===== config.mk =====
export PLATFORM = sky130hd
export DESIGN_NAME = tmr_timer16
export DESIGN_NICKNAME = d
export VERILOG_FILES = /design/src/rtl/tmr_pkg.sv /design/src/rtl/tmr_tick_if.sv /design/src/rtl/tmr_timer16.sv /design/src/rtl/tmr_edge.sv /design/src/rtl/tmr_prescale.sv
export SDC_FILE = /design/constraint.sdc
export NUM_CORES = 1
export LEC_CHECK = 0
export BUFFER_PORTS_ARGS = -buffer_cell sky130_fd_sc_hd__buf_2
export CAP_MARGIN = 10
export CORE_MARGIN = 1.5
export CORE_UTILIZATION = 45
export CTS_CLUSTER_DIAMETER = 100
export DETAILED_ROUTE_END_ITERATION = 12
export PLACE_DENSITY = 0.67
export SLEW_MARGIN = 15
export SYNTH_ARGS = -nofsm -noshare
export SYNTH_HDL_FRONTEND = slang
export SYNTH_HIERARCHICAL = 1
export SYNTH_SLANG_ARGS = --single-unit

===== constraint.sdc =====
create_clock -name aclk -period 3.4 [get_ports aclk]
set_clock_uncertainty 0.1 [all_clocks]
set_input_delay 0.34 -clock aclk [delete_from_list [all_inputs] [get_ports aclk]]
set_output_delay 0.34 -clock aclk [all_outputs]
set_load 0.01 [all_outputs]

===== src/rtl/tmr_pkg.sv =====
// constants and types shared by the 16-bit timer block
`default_nettype none
package tmr_pkg;
   // register byte addresses, one aligned word each
   localparam logic [7:0] OFS_CNT_LO = 8'h00;
   localparam logic [7:0] OFS_CNT_HI = 8'h04;
   localparam logic [7:0] OFS_CMPA_LO = 8'h08;
   localparam logic [7:0] OFS_CMPA_HI = 8'h0c;
   localparam logic [7:0] OFS_CMPB_LO = 8'h10;
   localparam logic [7:0] OFS_CMPB_HI = 8'h14;
   localparam logic [7:0] OFS_CAP_LO = 8'h18;
   localparam logic [7:0] OFS_CAP_HI = 8'h1c;
   localparam logic [7:0] OFS_MASK = 8'h20;
   localparam logic [7:0] OFS_FLAGS = 8'h24;
   localparam logic [7:0] OFS_CTRL = 8'h28;
   localparam logic [7:0] OFS_CTRL2 = 8'h2c;
   // flag and mask bit positions
   localparam int BIT_CAP = 5;
   localparam int BIT_CMPA = 4;
   localparam int BIT_CMPB = 3;
   localparam int BIT_OVF = 2;
   localparam logic [7:0] FLAG_BITS = 8'h3c;
   localparam logic [7:0] NO_BITS = 8'h00;
   // control field positions
   localparam int CS_LO = 0;
   localparam int CS_HI = 2;
   localparam int WGM_LO = 3;
   localparam int WGM_HI = 6;
   localparam int CAP_RISE = 7;
   localparam int GIE = 0;
   localparam int CAP_COMP = 1;
   localparam int FORCE_A = 2;
   localparam int FORCE_B = 3;
   // counter landmarks
   localparam logic [15:0] CNT_MAX = 16'hffff;
   localparam logic [15:0] BOTTOM = 16'h0000;
   localparam logic [15:0] STEP = 16'h0001;
   localparam logic [15:0] TOP8 = 16'h00ff;
   localparam logic [15:0] TOP9 = 16'h01ff;
   localparam logic [15:0] TOP10 = 16'h03ff;
   // prescaler tap masks
   localparam logic [9:0] PRE_STEP = 10'h001;
   localparam logic [9:0] PRE_M8 = 10'h007;
   localparam logic [9:0] PRE_M64 = 10'h03f;
   localparam logic [9:0] PRE_M256 = 10'h0ff;
   localparam logic [9:0] PRE_M1024 = 10'h3ff;
   localparam logic [1:0] RESP_OKAY = 2'b00;
   localparam logic [1:0] RESP_SLVERR = 2'b10;
   typedef enum logic [2:0] {
      CS_STOP = 3'b000, CS_DIV1 = 3'b001, CS_DIV8 = 3'b010,
      CS_DIV64 = 3'b011, CS_DIV256 = 3'b100, CS_DIV1024 = 3'b101,
      CS_EXT_FALL = 3'b110, CS_EXT_RISE = 3'b111
   } tmr_cs_t;
   typedef enum logic [3:0] {
      WGM_NORMAL = 4'b0000, WGM_PC8 = 4'b0001, WGM_PC9 = 4'b0010,
      WGM_PC10 = 4'b0011, WGM_CTC_A = 4'b0100, WGM_FAST8 = 4'b0101,
      WGM_FAST9 = 4'b0110, WGM_FAST10 = 4'b0111, WGM_PFC_CAP = 4'b1000,
      WGM_PFC_A = 4'b1001, WGM_PC_CAP = 4'b1010, WGM_PC_A = 4'b1011,
      WGM_CTC_CAP = 4'b1100, WGM_RSVD = 4'b1101, WGM_FAST_CAP = 4'b1110,
      WGM_FAST_A = 4'b1111
   } tmr_wgm_t;
endpackage
`default_nettype wire


===== src/rtl/tmr_tick_if.sv =====
// clock select and timer tick between divider and counter
`timescale 1ns/1ps
`default_nettype none
interface tmr_tick_if;
   tmr_pkg::tmr_cs_t sel;
   logic tick;
   modport src (input sel, output tick);
   modport dst (output sel, input tick);
endinterface
`default_nettype wire


===== src/rtl/tmr_timer16.sv =====
// 16-bit timer registers, counter, compare, capture and flags
// Function
// - select codes 1 to 5 give io clock divided by 1,8,64,256,1024.
// - select code zero stops the counter.
// - code 6 counts pin falling edges, code 7 rising edges.
// - pin edges count even when the pin is an output.
// - counter is two bytes, made atomic by a high-byte latch.
// - one high-byte latch serves every 16-bit register.
// - counter write suppresses compare matches on the next timer tick.
// - both compare registers are always compared with the counter.
// - compare writes land both bytes together through the latch.
// - capture event loads the counter into the capture register.
// - capture reads return both bytes from one instant.
// - enables at mask bits 5..2; request needs enable, global, flag.
// - capture flag on capture, or at top when capture is top.
// - compare flag set the tick after counter equals compare.
// - forced compare strobe never sets a compare flag.
// - overflow flag at overflow, or where the wave mode says.
// - flags clear on vector execution or written one.
// - capture as top disconnects the capture pin.
//
// Chosen here: the register addresses and register access over AXI4-Lite.
`timescale 1ns/1ps
`default_nettype none
module tmr_timer16 (
   input wire logic aclk,
   input wire logic aresetn,
   input wire logic [7:0] awaddr,
   input wire logic awvalid,
   output logic awready,
   input wire logic [31:0] wdata,
   input wire logic [3:0] wstrb,
   input wire logic wvalid,
   output logic wready,
   output logic [1:0] bresp,
   output logic bvalid,
   input wire logic bready,
   input wire logic [7:0] araddr,
   input wire logic arvalid,
   output logic arready,
   output logic [31:0] rdata,
   output logic [1:0] rresp,
   output logic rvalid,
   input wire logic rready,
   input wire logic ext_count_pin,
   input wire logic capture_pin,
   input wire logic comparator_out,
   input wire logic [7:0] vector_ack,
   output logic irq,
   output logic cmp_a_event,
   output logic cmp_b_event
);
   typedef struct packed {
      logic [15:0] counter;
      logic [15:0] cmp_a;
      logic [15:0] cmp_b;
      logic [15:0] capture;
      logic [7:0] temp;
      logic [7:0] mask;
      logic [7:0] flags;
      tmr_pkg::tmr_cs_t cs;
      tmr_pkg::tmr_wgm_t wgm;
      logic cap_rise;
      logic cap_comp;
      logic gie;
      logic count_down;
      logic cmp_block;
      logic aw_got;
      logic [7:0] aw_addr;
      logic w_got;
      logic [7:0] w_data;
      logic w_lane;
      logic awready;
      logic wready;
      logic bvalid;
      logic [1:0] bresp;
      logic arready;
      logic rvalid;
      logic [7:0] rdata;
      logic [1:0] rresp;
      logic irq;
      logic ev_a;
      logic ev_b;
   } tmr_state_t;

   tmr_state_t s;
   tmr_state_t n;
   tmr_tick_if tif ();
   logic tick;
   logic cap_ev;
   logic cap_src;
   logic cap_top;
   logic dual;
   logic fast;
   logic at_top;
   logic we;
   logic cnt_wr;
   logic flag_wr;
   logic ctrl2_wr;
   logic rd_go;
   logic mapped;
   logic [15:0] top;
   logic [7:0] wd;
   logic [7:0] set_f;
   logic [7:0] clr_f;

   // divider and count pin feed one tick
   tmr_prescale u_pre (
      .aclk(aclk),
      .aresetn(aresetn),
      .ext_count_pin(ext_count_pin),
      .tif(tif.src)
   );
   assign tif.sel = s.cs;
   assign tick = tif.tick;

   // capture edges ignored while capture is top
   assign cap_src = s.cap_comp ? comparator_out : capture_pin;
   tmr_edge u_cap (
      .aclk(aclk),
      .aresetn(aresetn),
      .level(cap_src),
      .rise_sel(s.cap_rise),
      .enable(!cap_top),
      .pulse(cap_ev)
   );

   // wave mode decode: slope, top source
   always_comb
   begin
      dual = s.wgm inside {tmr_pkg::WGM_PC8, tmr_pkg::WGM_PC9,
         tmr_pkg::WGM_PC10, tmr_pkg::WGM_PFC_CAP, tmr_pkg::WGM_PFC_A,
         tmr_pkg::WGM_PC_CAP, tmr_pkg::WGM_PC_A};
      fast = s.wgm inside {tmr_pkg::WGM_FAST8, tmr_pkg::WGM_FAST9,
         tmr_pkg::WGM_FAST10, tmr_pkg::WGM_FAST_CAP, tmr_pkg::WGM_FAST_A};
      cap_top = s.wgm inside {tmr_pkg::WGM_PFC_CAP, tmr_pkg::WGM_PC_CAP,
         tmr_pkg::WGM_CTC_CAP, tmr_pkg::WGM_FAST_CAP};
      unique case (s.wgm)
         tmr_pkg::WGM_PC8, tmr_pkg::WGM_FAST8: top = tmr_pkg::TOP8;
         tmr_pkg::WGM_PC9, tmr_pkg::WGM_FAST9: top = tmr_pkg::TOP9;
         tmr_pkg::WGM_PC10, tmr_pkg::WGM_FAST10: top = tmr_pkg::TOP10;
         tmr_pkg::WGM_CTC_A, tmr_pkg::WGM_PFC_A, tmr_pkg::WGM_PC_A,
            tmr_pkg::WGM_FAST_A: top = s.cmp_a;
         tmr_pkg::WGM_PFC_CAP, tmr_pkg::WGM_PC_CAP, tmr_pkg::WGM_CTC_CAP,
            tmr_pkg::WGM_FAST_CAP: top = s.capture;
         tmr_pkg::WGM_NORMAL, tmr_pkg::WGM_RSVD: top = tmr_pkg::CNT_MAX;
      endcase
      // single-slope counter above a lowered top runs on to wrap; dual-slope turns down
      at_top = dual ? (s.counter >= top) : (s.counter == top);
   end

   // bus strobes for this cycle
   always_comb
   begin
      wd = s.w_data;
      we = s.aw_got && s.w_got && !s.bvalid && s.w_lane;
      cnt_wr = we && s.aw_addr == tmr_pkg::OFS_CNT_LO;
      flag_wr = we && s.aw_addr == tmr_pkg::OFS_FLAGS;
      ctrl2_wr = we && s.aw_addr == tmr_pkg::OFS_CTRL2;
      rd_go = arvalid && s.arready;
      mapped = s.aw_addr inside {tmr_pkg::OFS_CNT_LO, tmr_pkg::OFS_CNT_HI,
         tmr_pkg::OFS_CMPA_LO, tmr_pkg::OFS_CMPA_HI, tmr_pkg::OFS_CMPB_LO,
         tmr_pkg::OFS_CMPB_HI, tmr_pkg::OFS_CAP_LO, tmr_pkg::OFS_CAP_HI,
         tmr_pkg::OFS_MASK, tmr_pkg::OFS_FLAGS, tmr_pkg::OFS_CTRL,
         tmr_pkg::OFS_CTRL2};
   end

   // counter, compare, capture, flags and bus, all in one next state
   always_comb
   begin
      n = s;
      set_f = tmr_pkg::NO_BITS;
      clr_f = tmr_pkg::NO_BITS;
      n.ev_a = 1'b0;
      n.ev_b = 1'b0;
      if (tick)
      begin
         n.cmp_block = 1'b0;
         // continuous compare; flag on the next tick
         if (!s.cmp_block && s.counter == s.cmp_a)
         begin
            set_f[tmr_pkg::BIT_CMPA] = 1'b1;
            n.ev_a = 1'b1;
         end
         // a blocked tick drops both matches
         if (!s.cmp_block && s.counter == s.cmp_b)
         begin
            set_f[tmr_pkg::BIT_CMPB] = 1'b1;
            n.ev_b = 1'b1;
         end
         // capture flag at top when capture is top
         if (cap_top && at_top)
            set_f[tmr_pkg::BIT_CAP] = 1'b1;
         if (dual)
         begin
            if (s.count_down && s.counter == tmr_pkg::BOTTOM)
            begin
               n.count_down = 1'b0;
               n.counter = s.counter + tmr_pkg::STEP;
               set_f[tmr_pkg::BIT_OVF] = 1'b1;
            end
            else if (!s.count_down && at_top)
            begin
               n.count_down = 1'b1;
               n.counter = s.counter - tmr_pkg::STEP;
            end
            else if (s.count_down)
               n.counter = s.counter - tmr_pkg::STEP;
            else
               n.counter = s.counter + tmr_pkg::STEP;
         end
         else
         begin
            n.count_down = 1'b0;
            n.counter = at_top ? tmr_pkg::BOTTOM : s.counter + tmr_pkg::STEP;
            // fast modes at top, normal and clear modes at max
            if (fast ? at_top : s.counter == tmr_pkg::CNT_MAX)
               set_f[tmr_pkg::BIT_OVF] = 1'b1;
         end
      end
      // capture loads counter; and sets its flag
      if (cap_ev && !cap_top)
      begin
         n.capture = s.counter;
         set_f[tmr_pkg::BIT_CAP] = 1'b1;
      end

      // write channel handshakes, taken in either order
      if (awvalid && s.awready)
      begin
         n.aw_got = 1'b1;
         n.aw_addr = awaddr;
      end
      if (wvalid && s.wready)
      begin
         n.w_got = 1'b1;
         n.w_data = wdata[7:0];
         n.w_lane = wstrb[0];
      end
      if (bready && s.bvalid)
         n.bvalid = 1'b0;
      if (s.aw_got && s.w_got && !s.bvalid)
      begin
         n.aw_got = 1'b0;
         n.w_got = 1'b0;
         n.bvalid = 1'b1;
         n.bresp = mapped ? tmr_pkg::RESP_OKAY : tmr_pkg::RESP_SLVERR;
      end

      // read channel; counter and capture low byte reads latch the high byte
      if (rready && s.rvalid)
         n.rvalid = 1'b0;
      if (rd_go)
      begin
         n.rvalid = 1'b1;
         n.rresp = tmr_pkg::RESP_OKAY;
         n.rdata = tmr_pkg::NO_BITS;
         case (araddr)
            // counter read pairs through the latch
            tmr_pkg::OFS_CNT_LO:
            begin
               n.rdata = s.counter[7:0];
               n.temp = s.counter[15:8];
            end
            tmr_pkg::OFS_CAP_LO:
            begin
               n.rdata = s.capture[7:0];
               n.temp = s.capture[15:8];
            end
            tmr_pkg::OFS_CNT_HI, tmr_pkg::OFS_CAP_HI: n.rdata = s.temp;
            tmr_pkg::OFS_CMPA_LO: n.rdata = s.cmp_a[7:0];
            tmr_pkg::OFS_CMPA_HI: n.rdata = s.cmp_a[15:8];
            tmr_pkg::OFS_CMPB_LO: n.rdata = s.cmp_b[7:0];
            tmr_pkg::OFS_CMPB_HI: n.rdata = s.cmp_b[15:8];
            tmr_pkg::OFS_MASK: n.rdata = s.mask;
            tmr_pkg::OFS_FLAGS: n.rdata = s.flags;
            tmr_pkg::OFS_CTRL: n.rdata = {s.cap_rise, s.wgm, s.cs};
            // force strobes always read back as zero
            tmr_pkg::OFS_CTRL2: n.rdata = {6'h00, s.cap_comp, s.gie};
            default: n.rresp = tmr_pkg::RESP_SLVERR;
         endcase
      end

      // register writes; a counter write overrides counting
      if (we)
      begin
         case (s.aw_addr)
            // every high byte goes to the one latch
            tmr_pkg::OFS_CNT_HI, tmr_pkg::OFS_CMPA_HI, tmr_pkg::OFS_CMPB_HI,
               tmr_pkg::OFS_CAP_HI: n.temp = wd;
            // low byte write commits latch plus byte
            tmr_pkg::OFS_CNT_LO:
            begin
               n.counter = {s.temp, wd};
               // suppress matches on the next tick
               n.cmp_block = 1'b1;
            end
            tmr_pkg::OFS_CMPA_LO: n.cmp_a = {s.temp, wd};
            tmr_pkg::OFS_CMPB_LO: n.cmp_b = {s.temp, wd};
            tmr_pkg::OFS_CAP_LO: n.capture = {s.temp, wd};
            tmr_pkg::OFS_MASK: n.mask = wd;
            // write one clears; zero leaves it
            tmr_pkg::OFS_FLAGS: clr_f = wd & tmr_pkg::FLAG_BITS;
            tmr_pkg::OFS_CTRL:
            begin
               n.cs = tmr_pkg::tmr_cs_t'(wd[tmr_pkg::CS_HI:tmr_pkg::CS_LO]);
               n.wgm = tmr_pkg::tmr_wgm_t'(wd[tmr_pkg::WGM_HI:tmr_pkg::WGM_LO]);
               n.cap_rise = wd[tmr_pkg::CAP_RISE];
            end
            tmr_pkg::OFS_CTRL2:
            begin
               n.gie = wd[tmr_pkg::GIE];
               n.cap_comp = wd[tmr_pkg::CAP_COMP];
               // force strobes pulse the event, never a flag
               n.ev_a = n.ev_a | wd[tmr_pkg::FORCE_A];
               n.ev_b = n.ev_b | wd[tmr_pkg::FORCE_B];
            end
            default: n.temp = s.temp;
         endcase
      end

      // vector and software clears; a same-cycle set wins
      clr_f = clr_f | (vector_ack & tmr_pkg::FLAG_BITS);
      n.flags = (s.flags & ~clr_f) | set_f;
      // request needs global enable, mask bit and flag
      n.irq = n.gie && |(n.flags & n.mask & tmr_pkg::FLAG_BITS);
      n.awready = !n.aw_got && !n.bvalid;
      n.wready = !n.w_got && !n.bvalid;
      n.arready = !n.rvalid;
   end

   // register the state
   always_ff @(posedge aclk)
   begin
      if (!aresetn)
         s <= '0;
      else
         s <= n;
   end

   // outputs straight from the state register
   assign awready = s.awready;
   assign wready = s.wready;
   assign bvalid = s.bvalid;
   assign bresp = s.bresp;
   assign arready = s.arready;
   assign rvalid = s.rvalid;
   assign rresp = s.rresp;
   assign rdata = {24'h000000, s.rdata};
   assign irq = s.irq;
   assign cmp_a_event = s.ev_a;
   assign cmp_b_event = s.ev_b;
endmodule
`default_nettype wire


===== src/rtl/tmr_edge.sv =====
// one-cycle pulse on a chosen edge of a synchronous level
`timescale 1ns/1ps
`default_nettype none
module tmr_edge (
   input wire logic aclk,
   input wire logic aresetn,
   input wire logic level,
   input wire logic rise_sel,
   input wire logic enable,
   output logic pulse
);
   typedef struct packed {
      logic prev;
      logic pulse;
   } tmr_edge_st_t;
   tmr_edge_st_t s;
   tmr_edge_st_t n;

   // compare level against last sample
   always_comb
   begin
      n.prev = level;
      n.pulse = enable && (rise_sel ? (!s.prev && level) : (s.prev && !level));
   end

   // register the state
   always_ff @(posedge aclk)
   begin
      if (!aresetn)
         s <= '0;
      else
         s <= n;
   end

   assign pulse = s.pulse;
endmodule
`default_nettype wire


===== src/rtl/tmr_prescale.sv =====
// prescaler and count pin edge detect giving the timer tick
`timescale 1ns/1ps
`default_nettype none
module tmr_prescale (
   input wire logic aclk,
   input wire logic aresetn,
   input wire logic ext_count_pin,
   tmr_tick_if.src tif
);
   typedef struct packed {
      logic [9:0] pre;
      logic pin_q;
      logic tick;
   } tmr_pre_st_t;
   tmr_pre_st_t s;
   tmr_pre_st_t n;

   // free-running divider, shared by all taps so no resync
   always_comb
   begin
      n = s;
      n.pre = s.pre + tmr_pkg::PRE_STEP;
      // pin level taken whatever its direction
      n.pin_q = ext_count_pin;
      unique case (tif.sel)
         tmr_pkg::CS_STOP: n.tick = 1'b0;
         tmr_pkg::CS_DIV1: n.tick = 1'b1;
         tmr_pkg::CS_DIV8: n.tick = &(s.pre | ~tmr_pkg::PRE_M8);
         tmr_pkg::CS_DIV64: n.tick = &(s.pre | ~tmr_pkg::PRE_M64);
         tmr_pkg::CS_DIV256: n.tick = &(s.pre | ~tmr_pkg::PRE_M256);
         tmr_pkg::CS_DIV1024: n.tick = &(s.pre | ~tmr_pkg::PRE_M1024);
         tmr_pkg::CS_EXT_FALL: n.tick = s.pin_q && !ext_count_pin;
         tmr_pkg::CS_EXT_RISE: n.tick = !s.pin_q && ext_count_pin;
      endcase
   end

   // register the state
   always_ff @(posedge aclk)
   begin
      if (!aresetn)
         s <= '0;
      else
         s <= n;
   end

   assign tif.tick = s.tick;
endmodule
`default_nettype wire


==> metrics, run 1 <==
clock latency at the later pin of the worst-skew pair 440 ps; Worst EP required 3630 ps; Slew @ Worst Pin 943.6 ps; Cell Area, Synth 8738 um2; mux contribution to synthesized area 5.255%; Hold Vio Cnt, Final 0; minimum clock period 3336 ps; Top FF cell, synth dfxtp_1; drt drc 0; Diodes inserted 0; max cap viols 0; CORE AREA 18,890 um2; Async SR Flop Fraction 0%; gpl congestion 0.9604; clk buf depth 2; switching pwr 0.001003 W; sw frac 26.56%; IO Pins 114; CTS tree done; Synth Area in Simple Gates 23.17%; port bufs 56; Synth Register Bits 147; Crit Path Max Fanout 8; largest net degree at the start of global routing 34; vias 8,851; Die H 142.4 um; P&R area growth vs syn 16.62%; antenna viol nets, final 0; final core utilization 53.94%; RSZ-0062 raised after global routing true; Slew Limit Fails 0; Routed WL per cell 19.89 um; combinational power share 4.6%; fin crit share 98.12%; # setup viols final 0; first-pass detailed-route iteration total 6; CP endpoint kind flop; synth unique cells 83; layout cell share with drive strength beyond 1 18.47%; GRT Overall Usage 28.35%; Leakage 4.147 nW; Syn. warnings 6; clock power share 48.4%; die width 142.4 um; Slew HR 36.51%; worst path arrival time 3560 ps; total CTS buffers 17; hold slack 30.20 ps; maximum vdd drop 0.0003439 V; Final Power 0.003778 W; Worst setup SP type flop; die area 20,260 um2; initial drt markers 982; initial antenna violation count 0; sequential area share after synthesis 33.68%; syn_area_per_cell 7.844 um2; most common cell after layout, fill and taps aside dfxtp_1; fmax 299.7 MHz; HP Class input pin to flop; P_int 0.002774 W; CTS Sinks 147; status finished clean; fin nets 1,257; PwrDens 370.7 nW/um2; Congestion Overflow GR 0; Synth Area in XOR/XNOR 4.310%; vias in the first global route 7,993; Compound-Gate Fraction of Synth Area 23.24%; commonest cells after routing, fill and taps aside dfxtp_1 (144), nand2_1 (133), nor2_1 (116); Flop pwr share 47.1%; Post-synth EDFFs 0; CTS root buffer clkbuf_16; H-tree Lvls 4; Starting Density 46.25%; Synth Area in Adders 2.864%; Setup Total Neg Slack 0 ps; Total Routed Length 28,640 um; CTS Hold Bufs 0; Cells after Synth 1,114; largest family of logic cells by synthesized area compound AO/OA/AOI/OAI gates; Reg clk slew, reported paths 70 ps; FP Rows 50; dpl hpwl 20,430 um; first-pass GRT wire length 43,960 um; WS Path Type flop to flop; drt via density 6.147
-- synth_stat cells (all sizes together) (13+ instances only) --
cell type | n | share of area [%]
xnor2 | 15 | 1.5
and2 | 17 | 1.2
nor3 | 17 | 0.97
nand3 | 33 | 1.9
nand2 | 134 | 5.8
clkbuf | 61 | 2.6
dfxtp | 147 | 34
a31oi | 13 | 0.93
o21ai | 31 | 1.8
nor4 | 13 | 1.3
a22oi | 29 | 2.5
mux2i | 41 | 4.7
a211oi | 39 | 3.4
ha | 20 | 2.9
nor2 | 120 | 5.2
nand2b | 16 | 1.1
buf | 51 | 4.0
a21oi | 119 | 6.8
nand4 | 18 | 1.4
inv | 18 | 0.77
xor2 | 28 | 2.8
-- path summary, 6_finish.rpt --
path | from | end | slack, ps | cells past startpoint
max reg2reg | s[45]$_SDFFE_PN0P_ | irq$_SDFF_PN0_ | 60 | 14
min | wdata[1] | wd[1]$_SDFFE_PN0P_ | 30 | 3
max | s[45]$_SDFFE_PN0P_ | irq$_SDFF_PN0_ | 60 | 14
min reg2reg | rdata[4]$_SDFFE_PN0P_ | rdata[4]$_SDFFE_PN0P_ | 350 | 2
-- through the flow --
step / setup slack (ps) / instance area (um2) / cells
global route: -60.93 / 10190 / 1440
CTS: -6.750 / 9908 / 1433
detailed placement: -78.73 / 9323 / 1400
global placement: -13.89 / 9323 / 1400
finish: 63.82 / 10190 / 1440
floorplan: 3.561 / 8840 / 1139
-- area by class of cell --
cell class                      instances  area (um2)
Tap cell                              260       325.3
Clock buffer                           18       429.2
Clock inverter                         14       137.6
Fill cell                            1850        8702
Timing Repair Buffer                  121       823.3
Multi-Input combinational cell        861        5455
Inverter                               19       73.82
Sequential cell                       147        2947
-- cells by family after synthesis --
family,after synthesis
mux,45
flops,147
compound gates,309
fa+ha+maj,20
simple gates,418
buf+inv,131
xor+xnor,43
other cells,1
-- timing repair --
action | in CTS | in global routing
resized for setup | 3 | 52
pin swaps | 1 | 20
setup endpoints to repair | 9 | 20
buffers inserted | 1 | 7
-- registers in the layout (all words and copies together), names as in the netlist, 3 cells and up --
signal / count
u_pre/s: 11
rdata: 8
wd: 8
tif.sel: 3
s: 104
-- power by group through the flow --
stage	Clock (W)	Sequential [W]	Combinational [W]
final	0.00183	0.00178	0.000172
after global routing	0.00194	0.00178	0.000192
after CTS	0.00185	0.00178	0.000170
after detailed placement	0	0.00182	0.000169
after global placement	0	0.00182	0.000167
after floorplan	0	0.00180	0.000137
-- per-layer routing --
metal  vias up  part of all wire, %  global-route usage, %
li1       4094                    -                      -
met3        82                  8.8                  4.744
met1      4218                   42                  38.68
met4         0                  3.3                  10.36
met5         -                    0                      0
met2       457                   45                  45.06
-- critical path, stage by stage, from the launching register on --
cell and delay, ps:
dfxtp_2 420, nand2b_4 190, nor2_1 50, a21oi_2 100
buf_4 190, a211oi_2 50, ha_1 290, nor2b_1 130
o211ai_1 310, a2111o_1 280, a31oi_2 130, buf_4 170
o211ai_1 410, a31oi_1 150, o31a_1 250
Power figures use the tool's default switching activity.
==> run 2: changes to the inputs <==
--- a/config.mk
+++ b/config.mk
@@ -7,11 +7,14 @@
 export LEC_CHECK = 0
 export BUFFER_PORTS_ARGS = -buffer_cell sky130_fd_sc_hd__buf_2
 export CAP_MARGIN = 10
+export CELL_PAD_IN_SITES_DETAIL_PLACEMENT = 0
+export CELL_PAD_IN_SITES_GLOBAL_PLACEMENT = 2
 export CORE_MARGIN = 1.5
-export CORE_UTILIZATION = 45
+export CORE_UTILIZATION = 37
 export CTS_CLUSTER_DIAMETER = 100
 export DETAILED_ROUTE_END_ITERATION = 12
-export PLACE_DENSITY = 0.67
+export PLACE_DENSITY_LB_ADDON = 0.1
+export RECOVER_POWER = 100
 export SLEW_MARGIN = 15
 export SYNTH_ARGS = -nofsm -noshare
 export SYNTH_HDL_FRONTEND = slang
==> constraint.sdc (replaced) <==
create_clock -name aclk -period 4.1 [get_ports aclk]
set_clock_uncertainty 0.1 [all_clocks]
set_input_delay 0.41 -clock aclk [delete_from_list [all_inputs] [get_ports aclk]]
set_output_delay 0.41 -clock aclk [all_outputs]
set_load 0.01 [all_outputs]
==> run 2 against run 1 <==
  * The flow now finishes with violations (capacitance limit, slew limit)
  * Fmax decreased by 10%
  * Critical endpoint is now s[125]$_SDFF_PN0_
  * Total power decreased by 16%
  * Setup slack improved by 310 ps
  * Sequential cell count unchanged
  * Routed wire length increased by 12%
  * Largest cell class unchanged
  * Via count decreased by 5.7%
  * Global-route usage decreased by 1.5 points
  * First-iteration DRC count decreased by 32%
  * Final area decreased by 4.2%
  * Non-clock buffer count decreased by 24
==> metrics, run 2 (same netlist as run 1, synthesis figures left out) <==
placed inst area 9248 um2 (-0.81%); die area 24,550 um2 (+21%); die width 156.7 um (+10%); Worst setup SP type flop; Total Routed Length 32,050 um (+12%); post-route setup slack 378.2 ps (+314.4 ps); Routed WL per cell 21.73 um (+9.2%); reg-to-reg critical path startpoint s[44]$_SDFFE_PN0P_; # setup viols final 0 (unchanged); clk buf depth 2 (unchanged); FF-to-FF path depth 12 (-2); Slew HR -77.23% (-110 points); CP Cell Sequence buf_4 -> nand2_1 -> nor2_1 -> a211oi_1 -> ha_1 -> nand4_1 -> or4_1 -> o21ai_0 -> buf_4 -> nor2_1 -> a211oi_1 -> a2111oi_1; Worst Hold End s[20]$_SDFFE_PN0P_; top flop regs s x104, u_pre/s x11; first-pass detailed-route iteration total 5 (-1); post-CTS setup buffers 0 (-1); P&R area growth vs syn 11.74%; dpl hpwl 23,280 um (+14%); layout cell share with drive strength beyond 1 11.07% (-7.4 points); H-tree Lvls 4 (unchanged); min-delay src wstrb[0]; clock power share 48.8% (+0.4 points); GRT Overall Usage 26.85% (-1.5 points); beginning of the critical path s[44]$_SDFFE_PN0P_; CTS Sinks 147 (unchanged); most common cell after layout, fill and taps aside dfxtp_1; area occupied by multi-input gates 5245 um2 (-3.9%); Setup Total Neg Slack 0 ps (unchanged); WS Path Type flop to flop; violated checks capacitance limit, slew limit; RSZ-0062 raised after global routing false; Worst EP required 4180 ps (+550 ps); CTS tree done; most flop-heavy register s; Reg clk slew, reported paths 80 ps (about the same); Die H 156.7 um (+10%); Largest stage delay, worst path 670 ps (+250 ps); initial antenna violation count 0 (unchanged); vias in the first global route 7,764 (-2.9%); hold path cells 3 (unchanged); switching pwr 0.0008601 W (-14%); total CTS buffers 17 (unchanged); Diodes inserted 0 (unchanged); Hold Vio Cnt, Final 0 (unchanged); Slew @ Worst Pin 2658 ps (+1715 ps); P_int 0.002300 W (-17%); fin crit share 90.77% (-7.3 points); Sequential Area 2943 um2 (-0.13%); CTS root buffer clkbuf_16; CORE AREA 23,330 um2 (+23%); drt via density 5.658 (-8.0%); Worst R2R End s[125]$_SDFF_PN0_; maximum vdd drop 0.0002094 V (-39%); worst path arrival time 3800 ps (+240 ps); Starting Density 37.45% (-8.8 points); IO Pins 114 (unchanged); Congestion Overflow GR 0 (unchanged); Slew Limit Fails 121 (+121); R2R setup slack 380 ps (+310 ps); status complete, but fails checks; HP Class input pin to flop; first-pass GRT wire length 48,690 um (+11%); clock latency at the later pin of the worst-skew pair 430 ps (about the same); Flop pwr share 46.8% (-0.3 points); minimum clock period 3722 ps (+385.6 ps); drt drc 0 (unchanged); max cap viols 3 (+3); slowest CP cell or4_1; sw frac 27.22% (+0.66 points); gpl congestion 0.8658 (-9.9%); port bufs 56 (unchanged); Fillers 2,474 (+34%); PwrDens 323.6 nW/um2 (-13%); fin nets 1,233 (-1.9%); combinational power share 4.4% (-0.2 points); CP endpoint kind flop; CTS Hold Bufs 0 (unchanged); Crit Path Max Fanout 16 (+8); largest net degree at the start of global routing 56 (+65%); fmax 268.7 MHz (-10%); antenna viol nets, final 0 (unchanged); FP Rows 56 (+12%); initial drt markers 671 (-32%); Setup WS pre-CTS 468.3 ps (+547.0 ps); commonest cells after routing, fill and taps aside dfxtp_1 (147), nand2_1 (134), nor2_1 (119), a21oi_1 (119), mux2i_1 (41); vias 8,345 (-5.7%); post_cts resized 0 (-3); max FFs per register 104 (unchanged); Leakage 3.849 nW (-7.2%); final design instance area without fill 9764 um2 (-4.2%)
==> run 2: changes by cell type in the layout (fill, tap and decap cells not counted), moves of 3 or more <==
cell,delta
clkbuf_1,+26
buf_4,-22
buf_2,-19
a211oi_1,+9
a211oi_2,-9
buf_6,-8
a21oi_1,+5
a21oi_2,-4
inv_6,-4
dfxtp_1,+3
dfxtp_2,-3
nor2_1,+3
==> run 2: metrics by stage <==
| step | cells | util (%) | hold slack [ps] | total power (W) |
|---|---|---|---|---|
| after global routing | 1475 | 41.85 | 106.2 | 0.003282 |
| after floorplan | 1139 | - | 329.5 | 0.001604 |
| after CTS | 1475 | 42.07 | 93.28 | 0.003196 |
| after detailed placement | 1443 | 39.63 | 348.1 | 0.001653 |
| final | 1475 | 41.85 | 105.7 | 0.003160 |
| after global placement | 1443 | 39.63 | 342.2 | 0.001653 |
==> run 2: layer usage <==
metal  wire [um]  global-route usage (%)
met5           0                       0
met4         687                   7.166
met3        1825                   4.819
met2       14870                   43.22
met1       14660                   36.82
==> run 2: worst max-delay path by stage <==
| stage | end | cells after the start |
|---|---|---|
| 2_1_floorplan | s[128]$_SDFF_PN0_ | 13 |
| 3_3_place_gp | s[129]$_SDFF_PN0_ | 13 |
| 3_5_place_dp | s[129]$_SDFF_PN0_ | 13 |
| 4_1_cts | s[129]$_SDFF_PN0_ | 13 |
| 5_1_grt | s[125]$_SDFF_PN0_ | 12 |
| 6_report | s[125]$_SDFF_PN0_ | 12 |
==> run 2: cell type report <==
type                       instances  share of cell area (%)
clock buffer                      18                   4.395
clock inverter                    14                   1.435
inverter                          19                  0.7432
multi-input combinational        861                   53.72
sequential                       147                   30.14
tap                              319                   4.088
timing repair buffer              97                   5.484
==> run 2: critical path: cells and delay by family, from the launching register on <==
family	cells	cell delay, ps
fa+ha+maj	1	310
simple gates	5	1410
compound gates	4	670
flops	1	460
buf+inv	2	520
==> run 2: power by group through the flow <==
stage	Sequential (W)	Combinational, W	Clock (W)
global placement	0.00151	0.000141	0
floorplan	0.00149	0.000114	0
detailed placement	0.00151	0.000141	0
finish	0.00148	0.000139	0.00154
CTS	0.00148	0.000141	0.00158
global route	0.00148	0.000157	0.00164
